$ cat src/usf_pkg.sv
// Constants and carrier types of the USB status and flag unit.
//
// Behaviour
// - Six on-the-go inputs readable at bits 5..0.
// - Receive data, D-minus, D-plus readable at 6..4.
// - Bits 3,2 drive SE0 request and transmit data.
// - Bit 1 drives active-low transmit enable, resets 1.
// - Bit 0 selects serial interface mode, resets 0.
// - Non-held event flags 6 and 2 clear when next packet begins.
// - Flag 6 set on correctly decoded addressed token.
// - Flags 5,4,3 set on SE0, K, J line states.
// - Flag 2 set on data CRC16 failure.
// - Flags 1,0 follow receive-active and receive-error.
// - Held flags keep value until software writes 1.
// - Non-held level flags overwritten by signal; hold bits reset 0.
// - Four byte masks OR selected flags onto ports.
// - Eleven-bit frame counter, readable and writable, resets 0.
// - Last received packet identifier captured in bits 3:0.
// - Last endpoint in 3:0, valid marker at bit 4.
// - Special endpoint mask ORs 0x10 onto delivered endpoint.
// - Any write to reset register restores software-visible state and clears endpoint port.
package usf_pkg;

  // ---------------------------------------------------------------------
  // Register offsets (byte addresses of 32-bit words).
  // ---------------------------------------------------------------------
  localparam logic [7:0] USF_OFS_RESET = 8'h00;
  localparam logic [7:0] USF_OFS_OTG_STATUS = 8'h14;
  localparam logic [7:0] USF_OFS_SERIAL = 8'h18;
  localparam logic [7:0] USF_OFS_FLAGS = 8'h1c;
  localparam logic [7:0] USF_OFS_HOLD = 8'h20;
  localparam logic [7:0] USF_OFS_MASKS = 8'h24;
  localparam logic [7:0] USF_OFS_FRAME = 8'h28;
  localparam logic [7:0] USF_OFS_PID = 8'h2c;
  localparam logic [7:0] USF_OFS_ENDPOINT = 8'h30;
  localparam logic [7:0] USF_OFS_SPECIAL = 8'h34;
  localparam logic [7:0] USF_OFS_OTG_MASK = 8'h38;
  localparam logic [7:0] USF_OFS_PWRSIG = 8'h3c;

  // ---------------------------------------------------------------------
  // Field widths, positions and reset values.
  // ---------------------------------------------------------------------
  localparam int USF_FLAG_W = 7;
  localparam int USF_SER_CTL_W = 4;
  localparam logic [3:0] USF_SER_CTL_RESET = 4'h2;
  localparam int USF_SER_TXSE0 = 3;
  localparam int USF_SER_TXDAT = 2;
  localparam int USF_SER_TXENN = 1;
  localparam int USF_SER_FSLS = 0;
  localparam int USF_FLG_TOKEN = 6;
  localparam int USF_FLG_SE0 = 5;
  localparam int USF_FLG_K = 4;
  localparam int USF_FLG_J = 3;
  localparam int USF_FLG_CRC16 = 2;
  localparam int USF_FLG_RXACT = 1;
  localparam int USF_FLG_RXERR = 0;
  // Level flags; the rest are set by events.
  localparam logic [6:0] USF_FLG_LEVEL = 7'h3b;
  localparam int USF_MSK_N_LSB = 0;
  localparam int USF_MSK_O_LSB = 8;
  localparam int USF_MSK_P_LSB = 16;
  localparam int USF_MSK_Q_LSB = 24;
  localparam int USF_FRAME_W = 11;
  localparam int USF_ENDP_VALID = 4;
  localparam logic [4:0] USF_SPECIAL_OR = 5'h10;
  localparam int USF_PWRSIG_W = 9;
  // Line state codes of the transceiver.
  localparam logic [1:0] USF_LS_SE0 = 2'h0;
  localparam logic [1:0] USF_LS_J = 2'h1;
  localparam logic [1:0] USF_LS_K = 2'h2;
  // Start-of-frame token identifier.
  localparam logic [3:0] USF_PID_SOF = 4'h5;

  // ---------------------------------------------------------------------
  // Carrier types.
  // ---------------------------------------------------------------------
  // On-the-go inputs in status word order.
  typedef struct packed {
    logic bvalid;
    logic idgnd;
    logic hostdis;
    logic vbusvld;
    logic sessvld;
    logic sessend;
  } usf_otg_type;

  // Received token.
  typedef struct packed {
    logic [7:0] pid;
    logic [10:0] field;
    logic [4:0] crc5;
  } usf_token_type;

  // One register access.
  typedef struct packed {
    logic wr;
    logic rd;
    logic [7:0] addr;
    logic [31:0] wdata;
  } usf_bus_req_type;

  // Software-visible state.
  typedef struct packed {
    logic [3:0] ser_ctl;
    logic [6:0] flags;
    logic [6:0] hold;
    logic [31:0] masks;
    logic [10:0] frame;
    logic [3:0] pid;
    logic [3:0] endp;
    logic endp_valid;
    logic [15:0] special;
    logic [31:0] otg_mask;
    logic [8:0] pwrsig;
  } usf_regs_type;

  localparam usf_regs_type USF_REGS_RESET = '{
    ser_ctl: USF_SER_CTL_RESET, flags: 7'h00, hold: 7'h00, masks: 32'h0000_0000,
    frame: 11'h000, pid: 4'h0, endp: 4'h0, endp_valid: 1'b0, special: 16'h0000,
    otg_mask: 32'h0000_0000, pwrsig: 9'h000};

  // True when any flag selected by a mask byte is high.
  function automatic logic usf_any_flag(input logic [6:0] flags, input logic [7:0] mask);
    return |(flags & mask[6:0]);
  endfunction : usf_any_flag

endpackage : usf_pkg

$ cat src/usf_sync2.sv
// Two-flop synchroniser for a group of pin inputs.
`timescale 1ns/1ps

module usf_sync2 #(
  parameter int WIDTH = 1
) (
  // Clock and reset.
  input wire logic core_clk_i,
  input wire logic rst_i,
  // Asynchronous inputs and their synchronised copy.
  input wire logic [WIDTH-1:0] async_i,
  output logic [WIDTH-1:0] sync_o
);

  logic [WIDTH-1:0] meta_reg; // First stage, read only by the second.
  logic [WIDTH-1:0] sync_reg; // Second stage, safe to use.

  // --------------------------------------------------------------------
  // Both stages clear on reset.
  // --------------------------------------------------------------------
  always_ff @(posedge core_clk_i) begin
    if (rst_i) begin
      meta_reg <= '0;
      sync_reg <= '0;
    end else begin
      meta_reg <= async_i;
      sync_reg <= meta_reg;
    end
  end

  assign sync_o = sync_reg;

endmodule : usf_sync2

$ cat src/usf_token_check.sv
// Token checker: PID check, CRC5 check and device address match.
`timescale 1ns/1ps

module usf_token_check
  import usf_pkg::*;
(
  // Clock and reset.
  input wire logic core_clk_i,
  input wire logic rst_i,
  // Token and programmed address.
  input wire usf_token_type token_i,
  input wire logic token_valid_i,
  input wire logic [6:0] dev_addr_i,
  // Registered result.
  output logic good_o,
  output logic sof_o,
  output logic [3:0] pid_o,
  output logic [10:0] field_o
);

  logic good_reg, good_next;
  logic sof_reg, sof_next;
  logic [3:0] pid_reg, pid_next;
  logic [10:0] field_reg, field_next;

  // CRC5 over the eleven field bits, first wire bit in bit 0.
  function automatic logic [4:0] crc5(input logic [10:0] data);
    logic [4:0] crc;
    logic fb;
    crc = 5'h1f;
    for (int i = 0; i < 11; i++) begin
      fb = data[i] ^ crc[4];
      crc = {crc[3:0], 1'b0} ^ (fb ? 5'h05 : 5'h00);
    end
    return ~crc;
  endfunction : crc5

  // --------------------------------------------------------------------
  // Decide whether the token is good; SOF carries no address.
  // --------------------------------------------------------------------
  always_comb begin
    logic pid_ok;
    logic crc_ok;
    pid_ok = (token_i.pid[3:0] == ~token_i.pid[7:4]);
    crc_ok = (crc5(token_i.field) == token_i.crc5);
    sof_next = token_valid_i && pid_ok && crc_ok && (token_i.pid[3:0] == USF_PID_SOF);
    good_next = token_valid_i && pid_ok && crc_ok && (token_i.pid[3:0] != USF_PID_SOF) &&
                (token_i.field[6:0] == dev_addr_i);
    pid_next = token_i.pid[3:0];
    field_next = token_i.field;
  end

  // Register the result.
  always_ff @(posedge core_clk_i) begin
    if (rst_i) begin
      good_reg <= 1'b0;
      sof_reg <= 1'b0;
      pid_reg <= 4'h0;
      field_reg <= 11'h000;
    end else begin
      good_reg <= good_next;
      sof_reg <= sof_next;
      pid_reg <= pid_next;
      field_reg <= field_next;
    end
  end

  assign good_o = good_reg;
  assign sof_o = sof_reg;
  assign pid_o = pid_reg;
  assign field_o = field_reg;

endmodule : usf_token_check

$ cat src/usf_status_flag_unit.sv
// Status and flag unit: registers, flags and port masks.
`timescale 1ns/1ps

module usf_status_flag_unit
  import usf_pkg::*;
(
  // Clock and reset.
  input wire logic core_clk_i,
  input wire logic rst_i,
  // Peripheral register port.
  input wire usf_bus_req_type bus_req_i,
  output logic [31:0] rdata_o,
  output logic rvalid_o,
  // Programmed device address.
  input wire logic [6:0] dev_addr_i,
  // Transceiver status pins.
  input wire usf_otg_type otg_i,
  input wire logic rx_rcv_i,
  input wire logic rx_dm_i,
  input wire logic rx_dp_i,
  input wire logic [1:0] line_state_i,
  input wire logic rx_active_i,
  input wire logic rx_error_i,
  // Packet engine, same clock.
  input wire usf_token_type token_i,
  input wire logic token_valid_i,
  input wire logic data_pid_valid_i,
  input wire logic [3:0] data_pid_i,
  input wire logic crc16_fail_i,
  // Serial transmit controls to the transceiver.
  output logic tx_se0_o,
  output logic tx_data_o,
  output logic tx_enable_low_o,
  output logic serial_interface_select_o,
  // Flag ports towards the processor.
  output logic flag_port_n_o,
  output logic flag_port_o_o,
  output logic flag_port_p_o,
  output logic flag_port_q_o,
  // Endpoint delivered on the receive port.
  output logic [4:0] rx_endpoint_o,
  output logic rx_endpoint_valid_o
);

  // ----------------------------------------------------------------------
  // Pin synchronisation.
  // ----------------------------------------------------------------------
  localparam int PIN_W = 13;

  logic [PIN_W-1:0] pins_sync; // Synchronised pin group.
  usf_otg_type otg_s; // Synchronised on-the-go inputs.
  logic rcv_s, dm_s, dp_s; // Synchronised serial receive lines.
  logic [1:0] ls_s; // Synchronised line state.
  logic act_s, err_s; // Synchronised receive-active and receive-error.

  usf_sync2 #(.WIDTH(PIN_W)) u_sync (
    .core_clk_i(core_clk_i),
    .rst_i(rst_i),
    .async_i({otg_i, rx_rcv_i, rx_dm_i, rx_dp_i, line_state_i, rx_active_i, rx_error_i}),
    .sync_o(pins_sync)
  );

  assign {otg_s, rcv_s, dm_s, dp_s, ls_s, act_s, err_s} = pins_sync;

  // ----------------------------------------------------------------------
  // Token checking.
  // ----------------------------------------------------------------------
  logic tok_good; // Addressed token passed all checks.
  logic tok_sof; // Start-of-frame token passed its checks.
  logic [3:0] tok_pid; // Identifier of the checked token.
  logic [10:0] tok_field; // Address/endpoint or frame number field.

  usf_token_check u_token (
    .core_clk_i(core_clk_i),
    .rst_i(rst_i),
    .token_i(token_i),
    .token_valid_i(token_valid_i),
    .dev_addr_i(dev_addr_i),
    .good_o(tok_good),
    .sof_o(tok_sof),
    .pid_o(tok_pid),
    .field_o(tok_field)
  );

  // ----------------------------------------------------------------------
  // State declarations.
  // ----------------------------------------------------------------------
  usf_regs_type regs_reg, regs_next; // Software-visible state.
  logic act_prev_reg, act_prev_next; // Receive-active one cycle ago.
  logic [31:0] rdata_reg, rdata_next; // Read data.
  logic rvalid_reg, rvalid_next; // Read answer strobe.
  logic [3:0] ports_reg, ports_next; // Flag ports Q, P, O, N.
  logic [4:0] rx_endp_reg, rx_endp_next; // Endpoint on the receive port.
  logic rx_endp_valid_reg, rx_endp_valid_next; // Receive port strobe.

  logic soft_reset; // Write to the reset register.
  logic pkt_start; // A new packet begins.
  logic [6:0] flag_src; // Current source value of each flag.
  logic [6:0] flag_clr; // Software write-one clear.

  // ----------------------------------------------------------------------
  // Shared event decode.
  // ----------------------------------------------------------------------
  always_comb begin
    soft_reset = bus_req_i.wr && (bus_req_i.addr == USF_OFS_RESET);
    pkt_start = act_s && !act_prev_reg;
    flag_clr = (bus_req_i.wr && (bus_req_i.addr == USF_OFS_FLAGS)) ?
               bus_req_i.wdata[6:0] : 7'h00;
    flag_src = '0;
    flag_src[USF_FLG_TOKEN] = tok_good;
    flag_src[USF_FLG_SE0] = (ls_s == USF_LS_SE0);
    flag_src[USF_FLG_K] = (ls_s == USF_LS_K);
    flag_src[USF_FLG_J] = (ls_s == USF_LS_J);
    flag_src[USF_FLG_CRC16] = crc16_fail_i;
    flag_src[USF_FLG_RXACT] = act_s;
    flag_src[USF_FLG_RXERR] = err_s;
  end

  // ----------------------------------------------------------------------
  // Next values of the register state.
  // ----------------------------------------------------------------------
  always_comb begin
    regs_next = regs_reg;
    act_prev_next = act_s;
    // Flags: a source that is high wins over a write-one clear or a packet start.
    for (int i = 0; i < USF_FLAG_W; i++) begin
      if (regs_reg.hold[i]) begin
        regs_next.flags[i] = (regs_reg.flags[i] && !flag_clr[i]) || flag_src[i];
      end else if (USF_FLG_LEVEL[i]) begin
        regs_next.flags[i] = flag_src[i];
      end else begin
        regs_next.flags[i] = (regs_reg.flags[i] && !flag_clr[i] && !pkt_start) ||
                             flag_src[i];
      end
    end
    // Packet identifier and endpoint capture.
    if (tok_good || tok_sof) begin
      regs_next.pid = tok_pid;
    end
    if (data_pid_valid_i) begin
      regs_next.pid = data_pid_i;
    end
    if (tok_good) begin
      regs_next.endp = tok_field[10:7];
      regs_next.endp_valid = 1'b1;
    end
    if (tok_sof) begin
      regs_next.frame = tok_field;
    end
    // Software writes; full 32-bit words only.
    if (bus_req_i.wr) begin
      case (bus_req_i.addr)
        USF_OFS_SERIAL: begin
          regs_next.ser_ctl = bus_req_i.wdata[USF_SER_CTL_W-1:0];
        end
        USF_OFS_HOLD: begin
          regs_next.hold = bus_req_i.wdata[6:0];
        end
        USF_OFS_MASKS: begin
          regs_next.masks = bus_req_i.wdata;
        end
        USF_OFS_FRAME: begin
          regs_next.frame = bus_req_i.wdata[USF_FRAME_W-1:0];
        end
        USF_OFS_SPECIAL: begin
          regs_next.special = bus_req_i.wdata[15:0];
        end
        USF_OFS_OTG_MASK: begin
          regs_next.otg_mask = bus_req_i.wdata;
        end
        USF_OFS_PWRSIG: begin
          regs_next.pwrsig = bus_req_i.wdata[USF_PWRSIG_W-1:0];
        end
        default: begin
          // Other words ignore writes here; flag clears and the reset write act elsewhere.
          regs_next.pwrsig = regs_next.pwrsig;
        end
      endcase
    end
    // A reset write overrides everything in the same cycle.
    if (soft_reset) begin
      regs_next = USF_REGS_RESET;
    end
  end

  // ----------------------------------------------------------------------
  // Next values of the ports and the read answer.
  // ----------------------------------------------------------------------
  always_comb begin
    // Ports follow the stored flags, held or not, and masks.
    ports_next[0] = usf_any_flag(regs_reg.flags, regs_reg.masks[USF_MSK_N_LSB +: 8]);
    ports_next[1] = usf_any_flag(regs_reg.flags, regs_reg.masks[USF_MSK_O_LSB +: 8]);
    ports_next[2] = usf_any_flag(regs_reg.flags, regs_reg.masks[USF_MSK_P_LSB +: 8]);
    ports_next[3] = usf_any_flag(regs_reg.flags, regs_reg.masks[USF_MSK_Q_LSB +: 8]);
    // Endpoint delivery, special ones marked.
    rx_endp_valid_next = tok_good && !soft_reset;
    rx_endp_next = rx_endp_reg;
    if (tok_good) begin
      rx_endp_next = {1'b0, tok_field[10:7]} |
                     (regs_reg.special[tok_field[10:7]] ? USF_SPECIAL_OR : 5'h00);
    end
    if (soft_reset) begin
      rx_endp_next = 5'h00;
    end
    // Read data, one cycle after the request.
    rvalid_next = bus_req_i.rd;
    rdata_next = 32'h0000_0000;
    if (bus_req_i.rd) begin
      case (bus_req_i.addr)
        USF_OFS_OTG_STATUS: begin
          rdata_next[5:0] = otg_s;
        end
        USF_OFS_SERIAL: begin
          rdata_next[6:0] = {rcv_s, dm_s, dp_s, regs_reg.ser_ctl};
        end
        USF_OFS_FLAGS: begin
          rdata_next[6:0] = regs_reg.flags;
        end
        USF_OFS_HOLD: begin
          rdata_next[6:0] = regs_reg.hold;
        end
        USF_OFS_MASKS: begin
          rdata_next = regs_reg.masks;
        end
        USF_OFS_FRAME: begin
          rdata_next[USF_FRAME_W-1:0] = regs_reg.frame;
        end
        USF_OFS_PID: begin
          rdata_next[3:0] = regs_reg.pid;
        end
        USF_OFS_ENDPOINT: begin
          rdata_next[USF_ENDP_VALID:0] = {regs_reg.endp_valid, regs_reg.endp};
        end
        USF_OFS_SPECIAL: begin
          rdata_next[15:0] = regs_reg.special;
        end
        USF_OFS_OTG_MASK: begin
          rdata_next = regs_reg.otg_mask;
        end
        USF_OFS_PWRSIG: begin
          rdata_next[USF_PWRSIG_W-1:0] = regs_reg.pwrsig;
        end
        default: begin
          // Unmapped words read as zero.
          rdata_next = 32'h0000_0000;
        end
      endcase
    end
  end

  // ----------------------------------------------------------------------
  // Registers.
  // ----------------------------------------------------------------------
  always_ff @(posedge core_clk_i) begin
    if (rst_i) begin
      regs_reg <= USF_REGS_RESET;
      act_prev_reg <= 1'b0;
      rdata_reg <= 32'h0000_0000;
      rvalid_reg <= 1'b0;
      ports_reg <= 4'h0;
      rx_endp_reg <= 5'h00;
      rx_endp_valid_reg <= 1'b0;
    end else begin
      regs_reg <= regs_next;
      act_prev_reg <= act_prev_next;
      rdata_reg <= rdata_next;
      rvalid_reg <= rvalid_next;
      ports_reg <= ports_next;
      rx_endp_reg <= rx_endp_next;
      rx_endp_valid_reg <= rx_endp_valid_next;
    end
  end

  // ----------------------------------------------------------------------
  // Outputs, each straight from a flip-flop.
  // ----------------------------------------------------------------------
  assign rdata_o = rdata_reg;
  assign rvalid_o = rvalid_reg;
  assign tx_se0_o = regs_reg.ser_ctl[USF_SER_TXSE0];
  assign tx_data_o = regs_reg.ser_ctl[USF_SER_TXDAT];
  assign tx_enable_low_o = regs_reg.ser_ctl[USF_SER_TXENN];
  assign serial_interface_select_o = regs_reg.ser_ctl[USF_SER_FSLS];
  assign flag_port_n_o = ports_reg[0];
  assign flag_port_o_o = ports_reg[1];
  assign flag_port_p_o = ports_reg[2];
  assign flag_port_q_o = ports_reg[3];
  assign rx_endpoint_o = rx_endp_reg;
  assign rx_endpoint_valid_o = rx_endp_valid_reg;

endmodule : usf_status_flag_unit

$ cat config.mk
export PLATFORM = sky130hd
export DESIGN_NAME = usf_status_flag_unit
export DESIGN_NICKNAME = d
export VERILOG_FILES = /design/src/usf_pkg.sv /design/src/usf_sync2.sv /design/src/usf_token_check.sv /design/src/usf_status_flag_unit.sv
export SDC_FILE = /design/constraint.sdc
export NUM_CORES = 1
export LEC_CHECK = 0
export BUFFER_PORTS_ARGS = -buffer_cell sky130_fd_sc_hd__buf_4
export CAP_MARGIN = 20
export CORE_MARGIN = 10
export CORE_UTILIZATION = 31
export CTS_CLUSTER_DIAMETER = 120
export DETAILED_ROUTE_END_ITERATION = 7
export GPL_TIMING_DRIVEN = 0
export PLACE_DENSITY = 0.55
export SLEW_MARGIN = 0
export SYNTH_ARGS = -nofsm -noshare
export SYNTH_HDL_FRONTEND = slang
export SYNTH_SLANG_ARGS = --single-unit
$ cat constraint.sdc
create_clock -name core_clk_i -period 3.17 [get_ports core_clk_i]
set_clock_uncertainty 0.1 [all_clocks]
set_input_delay 0.317 -clock core_clk_i [delete_from_list [all_inputs] [get_ports core_clk_i]]
set_output_delay 0.317 -clock core_clk_i [all_outputs]
set_load 0.02 [all_outputs]
==> results.py, run 1 <==
metrics = {
    "outcome": {
        "status": "finished, final reports clean",
    },
    "sta": {
        "relSlewSlack": 0.2527,
        "report.final.slew_viol_count": 0,
        "fin_crit_sh": 0.8818,
        "max_freq_mhz": 357.7,
        "setup_viol": 0,
        "fin_crit_ns": 2.795,
        "whs_ns": 0.007603,
        "fin_ws_ns": 0.3747,
        "worstMarginPinSlew_ns": 1.117,
        "rsz0062_at_grt": "no",
        "finalHoldViolations": 0,
    },
    "hold_path": {
        "min_delay_path_depth": 4,
        "min_path_type": "primary input to register",
    },
    "final_layout": {
        "nets": 1272,
        "finish.utilization": 0.4145,
        "largest_reg_flops": 122,
        "fillers": 2838,
        "area_delta_synth_final_pct": 32.72,
        "multiInputGateArea_sq_um": 4076,
        "stdcell_area_sq_um": 11450,
        "drive_gt1_frac": 0.1906,
        "regArea_sq_um": 4204,
    },
    "power_and_ir_drop": {
        "seq_power_share": 0.452,
        "finalPower_w": 0.005980,
        "p_comb_frac": 0.081,
        "power.density_nw_per_um2": 522.1,
        "pwr-share-clk": 0.467,
        "p_int_w": 0.004611,
        "p_sw_frac": 0.2289,
        "power_leakage_nw": 4.365,
        "ir_worst_vdd_mv": 0.2960,
        "p_switching_w": 0.001369,
    },
    "synth": {
        "yosys.area.top_type_share": 0.4872,
        "avgSynthCellArea_sq_um": 8.970,
        "synth_top_family_by_area": "simple AND/OR/NAND/NOR gates",
        "ys_seq_elements": 210,
        "synth_simple_gate_area_frac": 0.1934,
        "yosysMostFrequentCell": "dfxtp_1",
        "synth_fp_nets": 1057,
        "synthArstFlopShare": 0,
        "synthFlopType": "dfxtp_1",
        "yosysSeqAreaShare": 0.4872,
        "synth_edf_count": 0,
        "synthCells": 962,
        "yosysUniqueCellTypes": 59,
        "synth_common_cells": "dfxtp_1 (210), nand2_1 (167), nor2_1 (94), a21oi_1 (92), mux2i_1 (53)",
        "synth_largest_area_cell": "dfxtp_1",
        "synth_compound_area_frac": 0.1540,
        "synth_area_leaders": "dfxtp_1 (49%), nand2_1 (7.3%), mux2i_1 (6.1%)",
        "synth-xor-area-share": 0.03480,
        "yosysWarnings": 0,
        "synthMuxAreaShare": 0.09018,
        "synth_area_sq_um": 8630,
        "synth_fa_ha_area_frac": 0,
    },
    "detailed_routing": {
        "drt_iter0_markers": 631,
        "ant_nets": 0,
        "wl_per_cell_um": 20.24,
        "drc": 0,
        "via_per_inst": 4.995,
        "first_pass_iters": 5,
        "vias": 7842,
        "totalWireLength_um": 31770,
    },
    "floorplan": {
        "start_util": 0.3123,
        "die_w_um": 186.8,
        "ios": 142,
        "dieArea_sq_um": 34910,
        "row_count": 61,
        "core_sq_um": 27630,
        "die_h_um": 186.8,
    },
    "setup_path": {
        "path_cells": "buf_4 > nor2_1 > nand2_1 > nor2_1 > a21oi_1 > a311oi_1",
        "worst-setup-path-type": "primary input to register",
        "crit_path_end_kind": "register",
        "required_ns": 3.43,
        "crit_top_cell": "nor2_1",
        "cpMaxStageDelayCell": "nor2_1",
        "worst_ep_arrival_time_ns": 3.05,
        "max_stage_delay_ns": 0.94,
        "start_kind": "primary input",
        "critPathMaxFanout": 10,
        "rr_worst_depth": 5,
    },
    "clock_tree": {
        "cts-buffers-inserted": 24,
        "cts_buffer_depth": 3,
        "cts_root_buffer": "clkbuf_16",
        "post_cts_resized": 0,
        "cts_tree": "yes",
        "clk_latency_ns": 0.52,
        "numClockSinks": 210,
        "path_clk_slew_ns": 0.06,
        "htree_num_levels": 1,
    },
    "global_route": {
        "antenna_found_initial": 1,
        "track_usage": 0.1737,
        "grt_pass1_vias": 7813,
        "grt_pass1_wl_um": 47800,
        "grt_max_degree": 14,
        "grt.overflow.total": 0,
    },
    "place": {
        "pre_cts_slack_ns": 0.006867,
        "place_area_sq_um": 10110,
        "hpwl_um": 23600,
        "place_congestion": 0.9472,
        "port_buffers": 134,
    },
    "flow_run": {
        "maxCapViolations": 0,
    },
}
-- final timing paths --
check,start,endpoint,slack (ns)
setup reg to reg,u_token.field_o[7],rx_endpoint_o[4],0.94
hold reg to reg,u_sync.meta_reg[4],u_sync.sync_o[4],0.33
hold / removal,dev_addr_i[5],u_token.good_o,0.008
setup / recovery,bus_req_i[39],rdata_o[4],0.37
-- timing repair --
| action | in CTS | in global routing |
|---|---|---|
| endpoints found under the hold margin | 90 | 0 |
| setup buffers | 0 | 0 |
| hold buffers | 54 | 0 |
-- layout by cell type (no fill, tap or decap), types with 4 or more instances in the layout --
master | synthesis | final
a211oi_1 | 15 | 15
a21oi_1 | 92 | 92
a221oi_1 | 5 | 5
a222oi_1 | 4 | 4
a22oi_1 | 44 | 44
a31oi_1 | 9 | 9
a32oi_1 | 4 | 4
and3_1 | 5 | 5
buf_1 | 4 | 4
buf_2 | 27 | 28
buf_4 | 4 | 138
clkbuf_1 | 40 | 43
clkbuf_16 | 0 | 25
clkbuf_8 | 0 | 5
dfxtp_1 | 210 | 210
dlygate4sd3_1 | 0 | 54
inv_1 | 5 | 5
mux2_2 | 12 | 12
mux2i_1 | 53 | 53
mux4_2 | 5 | 5
nand2_1 | 167 | 167
nand2b_1 | 4 | 4
nand3_1 | 21 | 21
nor2_1 | 94 | 94
nor2b_1 | 47 | 47
nor3_1 | 7 | 7
o211ai_1 | 4 | 4
o21ai_0 | 9 | 9
o22ai_1 | 5 | 5
xnor2_1 | 12 | 12
xor2_1 | 10 | 10
-- logic make-up (layout without fill, tap and decap cells) --
group | Yosys count | after routing
DFF | 210 | 210
buffers and inverters | 80 | 309
other | 0 | 1
AOI/OAI and AO/OA | 207 | 207
muxes | 70 | 70
xor gates and xnor gates | 27 | 27
and+or+nand+nor | 368 | 368
-- metal layers --
layer  GRT usage  wire length (um)  vias to the layer above
li1            -                 -                     3787
met1      0.2323             14480                     3706
met2      0.2805             14470                      293
met3     0.03001              1986                       56
met4     0.05118               829                        0
met5           0                 0                        -
-- per-stage QoR --
stage                     std cells  setup TNS [ns]
final                          1570               0
after global routing           1569               0
after CTS                      1569               0
after detailed placement       1475               0
after global placement         1474        -0.08118
after floorplan                 962               0
-- cell type report --
class | instances | share of cell area
Antenna cell | 1 | 0.0002185
Sequential cell | 210 | 0.3671
Timing Repair Buffer | 189 | 0.1355
Tap cell | 378 | 0.04129
Clock inverter | 7 | 0.007975
Buffer | 75 | 0.02884
Clock buffer | 33 | 0.06161
Inverter | 5 | 0.001639
Multi-Input combinational cell | 672 | 0.3559
-- critical path: cells and delay by family --
kind                   cells  cell delay [ns]
AND/OR/NAND/NOR            3             1.87
buffers and inverters      1             0.14
AO/OA/AOI/OAI              2             0.72
-- power groups by stage --
| stage | logic, W | clock network (W) | registers, W |
|---|---|---|---|
| after floorplan | 0.000225 | 0 | 0.00275 |
| after global placement | 0.000427 | 0 | 0.00276 |
| after detailed placement | 0.000429 | 0 | 0.00276 |
| after CTS | 0.000485 | 0.00284 | 0.00270 |
| after global routing | 0.000523 | 0.00292 | 0.00270 |
| final | 0.000485 | 0.00279 | 0.00270 |
(Power assumes the default switching activity.)
==> run 2, diff against run 1 <==
--- a/config.mk
+++ b/config.mk
@@ -6,7 +6,7 @@
 export NUM_CORES = 1
 export LEC_CHECK = 0
 export BUFFER_PORTS_ARGS = -buffer_cell sky130_fd_sc_hd__buf_4
-export CAP_MARGIN = 20
+export CAP_MARGIN = 10
 export CORE_MARGIN = 10
 export CORE_UTILIZATION = 31
 export CTS_CLUSTER_DIAMETER = 120
==> constraint.sdc (replaced) <==
create_clock -name core_clk_i -period 3.17 [get_ports core_clk_i]
set_clock_uncertainty 0.1 [all_clocks]
set_input_delay 0.634 -clock core_clk_i [delete_from_list [all_inputs] [get_ports core_clk_i]]
set_output_delay 0.634 -clock core_clk_i [all_outputs]
set_load 0.02 [all_outputs]
==> run 2 against run 1 <==
Compared with the run above: worst hold slack better by 0.22 ns; global-route usage down 0.39 points; utilization down 2.1 points; highest routed layer unchanged; critical path type unchanged.
==> results.py, run 2 (synthesis results as in run 1) <==
metrics = {
    "detailed_routing": {
        "ant_nets": 0,
        "first_pass_iters": 5,
        "drt_iter0_markers": 672,
        "via_per_inst": 4.987,
        "drc": 0,
        "vias": 7560,
        "wl_per_cell_um": 20.77,
        "totalWireLength_um": 31490,
    },
    "floorplan": {
        "core_sq_um": 27630,
        "die_w_um": 186.8,
        "start_util": 0.3123,
        "die_h_um": 186.8,
        "dieArea_sq_um": 34910,
        "ios": 142,
        "row_count": 61,
    },
    "final_layout": {
        "area_delta_synth_final_pct": 26.11,
        "drive_gt1_frac": 0.2004,
        "stdcell_area_sq_um": 10880,
        "final_cell_mix": "dfxtp_1 (210), nand2_1 (167), buf_4 (138)",
        "finalNonFillerCells": 1516,
        "fillers": 2891,
        "antenna_cells": 0,
        "finish.utilization": 0.3939,
        "largest_reg_flops": 122,
        "final_common_cell": "dfxtp_1",
        "nets": 1216,
    },
    "hold_path": {
        "min_path_type": "primary input to register",
    },
    "setup_path": {
        "start_kind": "primary input",
        "worst_ep_arrival_time_ns": 3.17,
        "max_stage_delay_ns": 0.72,
        "worst-setup-path-type": "primary input to register",
        "crit_path_end_kind": "register",
        "required_ns": 3.42,
        "cpMaxStageDelayCell": "clkbuf_1",
        "critPathMaxFanout": 10,
        "path_cells": "buf_2 > nor4b_2 > clkbuf_1 > nand2_1 > o21ai_0 > a31oi_1 > a221oi_1",
    },
    "clock_tree": {
        "clk_latency_ns": 0.51,
        "cts_setup_buffers": 0,
        "htree_num_levels": 1,
        "path_clk_slew_ns": 0.06,
        "cts_root_buffer": "clkbuf_16",
        "cts_buffer_depth": 3,
        "post_cts_resized": 0,
        "cts-buffers-inserted": 23,
        "cts_hold_buf": 0,
        "numClockSinks": 210,
        "cts_tree": "yes",
    },
    "sta": {
        "setup_viol": 0,
        "fin_crit_ns": 2.921,
        "fin_crit_sh": 0.9216,
        "relSlewSlack": 0.2286,
        "report.final.slew_viol_count": 0,
        "finalHoldViolations": 0,
        "rsz0062_at_grt": "no",
        "worstMarginPinSlew_ns": 1.147,
        "fin_ws_ns": 0.2485,
        "max_freq_mhz": 342.3,
        "setup_tns_ns": 0,
    },
    "outcome": {
        "status": "finished, final reports clean",
    },
    "flow_run": {
        "maxCapViolations": 0,
    },
    "global_route": {
        "grt.overflow.total": 0,
        "grt_pass1_vias": 7505,
        "track_usage": 0.1698,
        "antenna_found_initial": 0,
        "grt_max_degree": 14,
        "grt_pass1_wl_um": 46610,
    },
    "place": {
        "pre_cts_slack_ns": -0.3595,
        "place_congestion": 0.9472,
        "hpwl_um": 23590,
        "port_buffers": 134,
        "place_area_sq_um": 10110,
        "dpl.cell_count": 1474,
    },
    "power_and_ir_drop": {
        "power.density_nw_per_um2": 537.8,
        "power_leakage_nw": 4.119,
        "ir_worst_vdd_mv": 0.3096,
    },
}
## run 2: cell count changes in the layout (fill, tap and decap cells not counted), sizes merged
cell,previous run,this run
dlygate4sd3,54,0
buf,170,169
clkbuf,73,72
clkinv,4,5
clkinvlp,1,2
diode,1,0
inv,5,6
## run 2: final cells by class
cell class                 instances  area, sq um  area share
sequential                       210         4204      0.3863
multi-input combinational        672         4079      0.3748
timing repair buffer             134         1006     0.09243
clock buffer                      32        659.4     0.06059
tap                              378        473.0     0.04346
buffer                            75        330.3     0.03035
clock inverter                    10        112.6     0.01035
inverter                           5        18.77    0.001725
## run 2: critical path: cells and delay by family
kind | cells | cell delay [ns]
AOI/OAI and AO/OA | 3 | 0.99
and+or+nand+nor | 2 | 0.64
buffers and inverters | 2 | 0.89
## run 2: final timing paths
path / endpoint / slack [ns] / startpoint / depth (start not counted)
hold reg to reg: u_sync.sync_o[1] / 0.33 / u_sync.meta_reg[1] / 1
setup reg to reg: rx_endpoint_o[4] / 0.96 / u_token.field_o[7] / 5
setup / recovery: rdata_o[5] / 0.25 / bus_req_i[36] / 7
hold / removal: u_sync.meta_reg[11] / 0.23 / otg_i[4] / 2
## run 2: per-stage QoR
stage / hold WS [ns] / power (W)
4_1_cts: 0.2217 / 0.005881
3_3_place_gp: 0.3214 / 0.003187
5_1_grt: 0.2261 / 0.006026
3_5_place_dp: 0.3204 / 0.003190
2_1_floorplan: 0.3130 / 0.002970
6_report: 0.2277 / 0.005853
## run 2: power by group
part	internal, W	switching, W
logic	0.000188	0.000244
clock network	0.00162	0.00110
registers	0.00267	0.0000283
## run 2: layer usage
layer  track usage  wire (um)  vias to the layer above
met5             0          0                        -
met4       0.04249        621                        0
met3       0.03076       1715                       36
met2        0.2724      14310                      264
met1        0.2304      14840                     3597
li1              -          -                     3663
